--- config.mk ---
export PLATFORM = sky130hd
export DESIGN_NAME = atfmt_top
export DESIGN_NICKNAME = d
export VERILOG_FILES = /design/src/logic/atfmt_format.v /design/src/logic/atfmt_top.v
export VERILOG_INCLUDE_DIRS = /design/src /design/src/common
export SDC_FILE = /design/constraint.sdc
export NUM_CORES = 1
export LEC_CHECK = 0
export BUFFER_PORTS_ARGS = -buffer_cell sky130_fd_sc_hd__buf_4
export CAP_MARGIN = 10
export CORE_UTILIZATION = 53
export DETAILED_ROUTE_END_ITERATION = 8
export GPL_ROUTABILITY_DRIVEN = 0
export PLACE_DENSITY = 0.85
export SLEW_MARGIN = 0
export SYNTH_ARGS = -nofsm -noshare
export SYNTH_HDL_FRONTEND = slang
export SYNTH_HIERARCHICAL = 1
export SYNTH_SLANG_ARGS = --single-unit
--- constraint.sdc ---
create_clock -name clk -period 2.18 [get_ports clk]
set_input_delay 0.109 -clock clk [delete_from_list [all_inputs] [get_ports clk]]
set_output_delay 0.109 -clock clk [all_outputs]
set_load 0.02 [all_outputs]
--- src/common/atfmt_defs.vh ---
// constants for the track-and-hold sequencer and result formatter
// assumes inclusion by bare name from logic files
`ifndef ATFMT_DEFS_VH
`define ATFMT_DEFS_VH

// ============================================================
// register offsets (8-bit address)
`define ATFMT_ADDR_CTRL      8'h00
`define ATFMT_ADDR_INCFG     8'h01
`define ATFMT_ADDR_RES_HIGH  8'h02
`define ATFMT_ADDR_RES_LOW   8'h03
`define ATFMT_ADDR_STATUS    8'h04
`define ATFMT_ADDR_SARDIV    8'h05

// ============================================================
// control register fields and register reset values
`define ATFMT_CTRL_ENABLE    0
`define ATFMT_CTRL_TRACKMODE 1
`define ATFMT_CTRL_LJUST     2
`define ATFMT_CTRL_EXTSTART  3
`define ATFMT_CTRL_START     4
`define ATFMT_CTRL_RESET     8'h00
`define ATFMT_SARDIV_RESET   8'h01

// ============================================================
// timing counts in SAR clocks; result width in bits
`define ATFMT_TRACK_SAR      4'd3
`define ATFMT_CONV_SAR       4'd11
`define ATFMT_RES_BITS       10

`endif

--- src/logic/atfmt_format.v ---
// result formatter: packs a 10-bit code into high and low result bytes
// assumes code and flags are stable when load is pulsed; same clock
`timescale 1ns/1ns
`include "atfmt_defs.vh"

module atfmt_format
(
	input  wire       clk,
	input  wire       rst_n,
	input  wire       load,
	input  wire [9:0] code,
	input  wire       left_justify_select,
	input  wire       differential,
	output reg  [7:0] result_high_byte,
	output reg  [7:0] result_low_byte
);

	reg [15:0] next_word;

	always @*
	begin
		if (left_justify_select)
			next_word = {code, 6'h00}; // RULE8 RULE10
		else if (differential)
			next_word = {{6{code[9]}}, code}; // RULE10
		else
			next_word = {6'h00, code}; // RULE9
	end

	always @(posedge clk or negedge rst_n)
	begin
		if (!rst_n)
		begin
			result_high_byte <= 8'h00;
			result_low_byte  <= 8'h00;
		end
		else if (load)
		begin
			result_high_byte <= next_word[15:8];
			result_low_byte  <= next_word[7:0];
		end
	end

endmodule

--- src/logic/atfmt_top.v ---
// track-and-hold sequencer with register port and result formatting
// assumes an external SAR core answers with a 10-bit code when done
`timescale 1ns/1ns
`include "atfmt_defs.vh"

// Summary of operation
// (RULE1) one control bit picks continuous or low-power tracking
// (RULE2) mode bit clear: track input whenever not converting
// (RULE3) mode bit set: three SAR clocks of tracking after each start
// (RULE4) low-power with pin start: track only while start pin is low
// (RULE5) conversion begins on the rising edge of the start pin
// (RULE6) tracking shuts down while the chip is in standby or sleep
// (RULE7) software picks low-power mode when mux or gain change often
// (RULE8) left-justified: result in high byte and low bits 7:6, rest zero
// (RULE9) right-justified: result right-aligned, full scale 0x03ff
// (RULE10) differential input reports signed two's complement
// (RULE11) software enables the bias generator whenever converters run
module atfmt_top
(
	input  wire       clk,
	input  wire       nrst,
	input  wire [7:0] addr,
	input  wire [7:0] wdata,
	input  wire       wr,
	input  wire       rd,
	output reg  [7:0] rdata,
	input  wire       external_convert_start_pin,
	input  wire       chip_standby,
	input  wire       sar_done,
	input  wire [9:0] sar_code,
	output wire       track_enable,
	output wire       convert_start,
	output wire       sar_clk_en
);

	localparam ST_IDLE  = 2'd0;
	localparam ST_TRACK = 2'd1;
	localparam ST_CONV  = 2'd2;

	// ============================================================
	// reset release and pin synchronisers
	reg  [1:0] rst_sync;
	wire       rst_n = rst_sync[1];
	reg  [1:0] cnv_sync;
	reg  [1:0] stby_sync;
	reg        cnv_prev;

	always @(posedge clk or negedge nrst)
	begin
		if (!nrst)
			rst_sync <= 2'b00;
		else
			rst_sync <= {rst_sync[0], 1'b1};
	end

	always @(posedge clk or negedge rst_n)
	begin
		if (!rst_n)
		begin
			cnv_sync  <= 2'b00;
			stby_sync <= 2'b00;
			cnv_prev  <= 1'b0;
		end
		else
		begin
			cnv_sync  <= {cnv_sync[0], external_convert_start_pin};
			stby_sync <= {stby_sync[0], chip_standby};
			cnv_prev  <= cnv_sync[1];
		end
	end

	wire pin_rise = cnv_sync[1] & ~cnv_prev;
	wire standby  = stby_sync[1];

	// ============================================================
	// registers
	reg  [7:0] converter_control_reg;
	reg  [7:0] input_pair_config;
	reg  [7:0] sar_div;
	reg  [1:0] state;
	reg  [3:0] sar_cnt;
	reg  [7:0] div_cnt;
	reg        done_flag;
	wire [7:0] result_high_byte;
	wire [7:0] result_low_byte;

	wire enable              = converter_control_reg[`ATFMT_CTRL_ENABLE];
	wire track_mode_select   = converter_control_reg[`ATFMT_CTRL_TRACKMODE]; // RULE1
	wire left_justify_select = converter_control_reg[`ATFMT_CTRL_LJUST];
	wire ext_start           = converter_control_reg[`ATFMT_CTRL_EXTSTART];
	// a start written together with new mode bits obeys the new bits
	wire       ctrl_wr  = wr && (addr == `ATFMT_ADDR_CTRL);
	wire [3:0] ctrl_now = ctrl_wr ? wdata[3:0] : converter_control_reg[3:0];
	wire       lp_now   = ctrl_now[`ATFMT_CTRL_TRACKMODE] && !ctrl_now[`ATFMT_CTRL_EXTSTART];
	wire sw_start  = ctrl_wr && wdata[`ATFMT_CTRL_START];
	wire start_evt = ctrl_now[`ATFMT_CTRL_ENABLE]
		&& (ctrl_now[`ATFMT_CTRL_EXTSTART] ? pin_rise : sw_start);
	wire load      = (state == ST_CONV) && sar_done;

	// ============================================================
	// SAR clock enable divider
	always @(posedge clk or negedge rst_n)
	begin
		if (!rst_n)
			div_cnt <= 8'h00;
		else if (div_cnt >= sar_div)
			div_cnt <= 8'h00;
		else
			div_cnt <= div_cnt + 8'h01;
	end

	assign sar_clk_en = (div_cnt >= sar_div);

	// ============================================================
	// sequencer
	always @(posedge clk or negedge rst_n)
	begin
		if (!rst_n)
		begin
			state   <= ST_IDLE;
			sar_cnt <= 4'h0;
		end
		else
		begin
			case (state)
				ST_IDLE:
				begin
					if (start_evt && lp_now)
					begin
						state   <= ST_TRACK; // RULE3
						sar_cnt <= 4'h0;
					end
					else if (start_evt)
						state <= ST_CONV; // RULE5
				end
				ST_TRACK:
				begin
					if (sar_clk_en)
					begin
						if (sar_cnt == `ATFMT_TRACK_SAR - 4'd1)
							state <= ST_CONV; // RULE3
						sar_cnt <= sar_cnt + 4'h1;
					end
				end
				ST_CONV:
				begin
					if (sar_done)
						state <= ST_IDLE;
				end
				default:
					state <= ST_IDLE;
			endcase
		end
	end

	assign convert_start = (state == ST_TRACK && sar_clk_en
		&& sar_cnt == `ATFMT_TRACK_SAR - 4'd1)
		|| (state == ST_IDLE && start_evt && !lp_now);

	// continuous when mode clear; low-power tracks only in window or pin low
	assign track_enable = enable && !standby && ( // RULE6
		!track_mode_select ? (state == ST_IDLE) : // RULE2
		ext_start ? (state == ST_IDLE && !cnv_sync[1]) : // RULE4
		(state == ST_TRACK)); // RULE3

	// ============================================================
	// register port
	always @(posedge clk or negedge rst_n)
	begin
		if (!rst_n)
		begin
			converter_control_reg <= `ATFMT_CTRL_RESET;
			input_pair_config     <= 8'h00;
			sar_div               <= `ATFMT_SARDIV_RESET;
			done_flag             <= 1'b0;
			rdata                 <= 8'h00;
		end
		else
		begin
			if (wr && addr == `ATFMT_ADDR_CTRL)
				converter_control_reg <= {4'h0, wdata[3:0]};
			if (wr && addr == `ATFMT_ADDR_INCFG)
				input_pair_config <= {7'h00, wdata[0]};
			if (wr && addr == `ATFMT_ADDR_SARDIV)
				sar_div <= wdata;
			// set wins over the clear on read of the low byte
			if (load)
				done_flag <= 1'b1;
			else if (rd && addr == `ATFMT_ADDR_RES_LOW)
				done_flag <= 1'b0;
			rdata <= 8'h00;
			if (rd)
			begin
				case (addr)
					`ATFMT_ADDR_CTRL:     rdata <= converter_control_reg;
					`ATFMT_ADDR_INCFG:    rdata <= input_pair_config;
					`ATFMT_ADDR_RES_HIGH: rdata <= result_high_byte;
					`ATFMT_ADDR_RES_LOW:  rdata <= result_low_byte;
					`ATFMT_ADDR_STATUS:   rdata <= {5'h00, track_enable,
						state != ST_IDLE, done_flag};
					`ATFMT_ADDR_SARDIV:   rdata <= sar_div;
					default:              rdata <= 8'h00;
				endcase
			end
		end
	end

	atfmt_format u_format
	(
		.clk                 (clk),
		.rst_n               (rst_n),
		.load                (load),
		.code                (sar_code),
		.left_justify_select (left_justify_select),
		.differential        (input_pair_config[0]), // RULE10
		.result_high_byte    (result_high_byte),
		.result_low_byte     (result_low_byte)
	);

endmodule
==> metrics.md <==
| Metric | Value |
|---|---|
| Run status | complete, but fails checks |
| Failing checks | negative setup slack |
| Critical path class | flop to output port |
| Worst setup SP type | flop |
| Worst r2r src | sar_div[0] |
| Mean post-synth cell area | 10.65 um^2 |
| Via density | 5.502 |
| Number of DRC markers in iteration 0 | ~120 |
| Post-synthesis cell count | around 290 |
| Post-Syn Nets | 329 |
| R2R Path End | sar_cnt[0] |
| Via count | about 2300 |
| Starting density of the core | 0.5512 |
| ANT cells | 0 |
| Total GRT Usage | 0.2602 |
| Fin Clk Skew | 0.01132 ns |
| Final Max Tran Viols | 0 |
| Placeable Area | 5507 um^2 |
| Final #Nets | approximately 400 |
| Dpl cells | 401 |
| Largest family of logic cells by synthesized area | simple AND/OR/NAND/NOR gates |
| Post-route ant nets | 0 |
| Wire length per cell | 16.25 um |
| Final Hold Fails | 0 |
| First-pass GRT wire length | roughly 12000 um |
| Post-Syn Area | roughly 3000 um^2 |
| DP HPWL | slightly below 5000 um |
| Synth Area in XOR/XNOR | 0.01731 |
| Hold path depth | 2 |
| Post-synth EDFFs | 0 |
| Min Tclk post-route | between 2 and 2.5 ns |
| Yosys cell types | 50 |
| Setup ws final | -0.01674 ns |
| Layout Cells excl Fill | about 430 |
| CTS tree | yes |
| Worst VDD drop | roughly 530 uV |
| Clock latency on the worst-skew pair | about 0.36 ns |
| Post-Synth Adder-Cell Area | 0.04534 |
| Critical path arrival | 2.09 ns |
| Internal reg-to-reg setup slack | 0.21 ns |
| Root buf cell | clkbuf_8 |
| Synth Area in Simple Gates | 0.1772 |
| Reg clk slew, reported paths | approximately 0.070 ns |
| GRT overflow | 0 |
| CTS H-tree lvls | 3 |
| Util after Layout | 0.6889 |
| R2R depth | 6 |
| Synth-to-Final Area Change | 24.98% |
| Register area share after synthesis | 0.4868 |
| Synth Area in Compound Gates | 0.09975 |
| Tcrit/Tclk final | 1.008 |
| CTS sink count | 59 |
| End of the critical path | convert_start |
| DRC viols | 0 |
| Overall Power | about 3000 uW |
| Largest net degree at the start of global routing | 34 |
| DR pass1 iterations | 4 |
| Leakage | ~0.0019 uW |
| Die height | 77.68 um |
| Min-Delay Path Class | input pin to flop |
| Ratio of cells with drive above 1 in the final layout | 0.3023 |
| Pre-CTS setup slack | between 0.01 and 0.015 ns |
| Req. time, crit path | between 2 and 2.5 ns |
| Slew @ Worst Pin | roughly 0.60 ns |
| Initial antenna violation count | 0 |
| RSZ-0062 raised after global routing | true |
| Pwr dens | 792.3 nW/um^2 |
| Critical path peak fanout | 3 |
| Port bufs | 43 |
| Vias in the first global route | between 2000 and 2500 |
| Synth Register Bits | a little under 60 |
| Synth Flop Type | dfrtp_1 |
| Die Wd | roughly 78 um |
| IO Pins | 44 |
| Async set-or-reset flop fraction in the synthesized netlist | 1.000 |
| Max-cap violations | 0 |
| Site Rows | 27 |
| Critical path capture point type | output port |
| Die ar. | about 6000 um^2 |
| CTS max path bufs | 2 |
| Total wire length | ~6900 um |
| Mux share of post-synthesis cell area | 0.1183 |
| Num CTS Buffers | 9 |
| Crit. Startpoint | sar_div[0] |
| # setup viols final | 1 |
| Max Clk Rate | 0.4552 GHz |
| Rel. slew slack | 0.6006 |
| Yosys Warn Count | 6 |
-- cell type report --
type | count | area, um^2
inverter | 22 | 82.58
fill | 417 | 1713
clock buffer | 13 | 168.9
clock inverter | 2 | 10.01
timing repair buffer | 66 | 516.7
tap | 72 | 90.09
multi-input combinational | 192 | 1446
sequential | 59 | 1479
-- synthesized netlist by cell type, types with 2 or more instances --
| cell type | instances | area, um^2 |
|---|---|---|
| a21oi_1 | 8 | 40.04 |
| a22oi_1 | 5 | 37.54 |
| a31oi_1 | 7 | 43.79 |
| and3_1 | 6 | 37.54 |
| buf_2 | 5 | 25.02 |
| buf_6 | 2 | 22.52 |
| clkbuf_1 | 2 | 7.510 |
| dfrtp_1 | 58 | 1451 |
| ha_1 | 11 | 137.6 |
| inv_1 | 22 | 82.58 |
| mux2_2 | 11 | 123.9 |
| mux2_4 | 7 | 105.1 |
| mux2i_1 | 13 | 130.1 |
| nand2_1 | 18 | 67.56 |
| nand2b_1 | 4 | 25.02 |
| nand3_1 | 11 | 55.05 |
| nand3b_1 | 8 | 60.06 |
| nand4_1 | 2 | 12.51 |
| nor2_1 | 28 | 105.1 |
| nor2_2 | 2 | 12.51 |
| nor2b_1 | 2 | 12.51 |
| nor3_1 | 4 | 20.02 |
| o21a_1 | 2 | 15.01 |
| o21ai_0 | 16 | 80.08 |
| or4_1 | 2 | 15.01 |
| xnor2_1 | 2 | 17.52 |
| xor2_1 | 4 | 35.03 |
-- worst max-delay path, cell delays in order, from the launching register on --
cell       delay [ns]
dfstp_2          0.56
ha_4             0.21
nand2b_4         0.15
a2111oi_4        0.34
o31ai_4          0.13
nand4_1          0.10
o21ai_1          0.07
buf_4            0.16
-- worst min path at each step --
stage	slack, ns	endpoint	startpoint
6_report	0.01	sar_div[1]	wdata[1]
5_1_grt	0.008	sar_div[1]	wdata[1]
4_1_cts	0.006	converter_control_reg[2]	wdata[2]
3_5_place_dp	-0.11	rst_sync[0]	nrst
3_3_place_gp	-0.11	rst_sync[0]	nrst
2_1_floorplan	-0.19	rst_sync[0]	nrst
-- cells in the final DEF (no fill, tap or decap), types with 8 or more instances in the layout --
| cell | count |
|---|---|
| clkbuf_8 | 12 |
| buf_4 | 58 |
| inv_1 | 22 |
| mux2_2 | 11 |
| nor2_1 | 28 |
| nand3_1 | 11 |
| dfrtp_1 | 57 |
| ha_1 | 10 |
| mux2i_1 | 13 |
| a21oi_1 | 8 |
| nand3b_1 | 8 |
| o21ai_0 | 15 |
| nand2_1 | 18 |
-- layer usage --
metal | wire length (um) | share of wire | GRT usage
met5 | 0 | 0 | 0
met3 | 363 | 0.052 | 0.07647
met4 | 161 | 0.023 | 0.1151
met2 | 3501 | 0.51 | 0.4407
met1 | 2895 | 0.42 | 0.3053
-- power breakdown --
| group | internal (uW) | switching [uW] |
|---|---|---|
| clock network | 495 | 413 |
| registers | 1190 | 78.3 |
| logic | 399 | 428 |
| total | 2090 | 919 |
-- metrics by stage --
step                hold slack [ns]  TNS [ns]  instance area (um^2)
floorplan                   -0.1866         0                  3035
global placement            -0.1080         0                  3466
detailed placement          -0.1061         0                  3466
CTS                        0.006283         0                  3770
global route               0.007833  -0.06649                  3794
finish                      0.01215  -0.01674                  3794
-- cell families after synthesis --
logic type / after synthesis
buf+inv: 34
compound gates: 48
fa+ha+maj: 11
simple gates: 95
other cells: 1
flops: 59
xor+xnor: 6
mux: 31
-- timing repair --
action,CTS,global route
gates resized for setup,7,2
endpoints found under the hold margin,8,0
setup endpoints to repair,2,2
pin swaps,3,0
setup buffers,2,1
hold buffers,7,0
No activity file was read; power rests on OpenSTA's default activity.
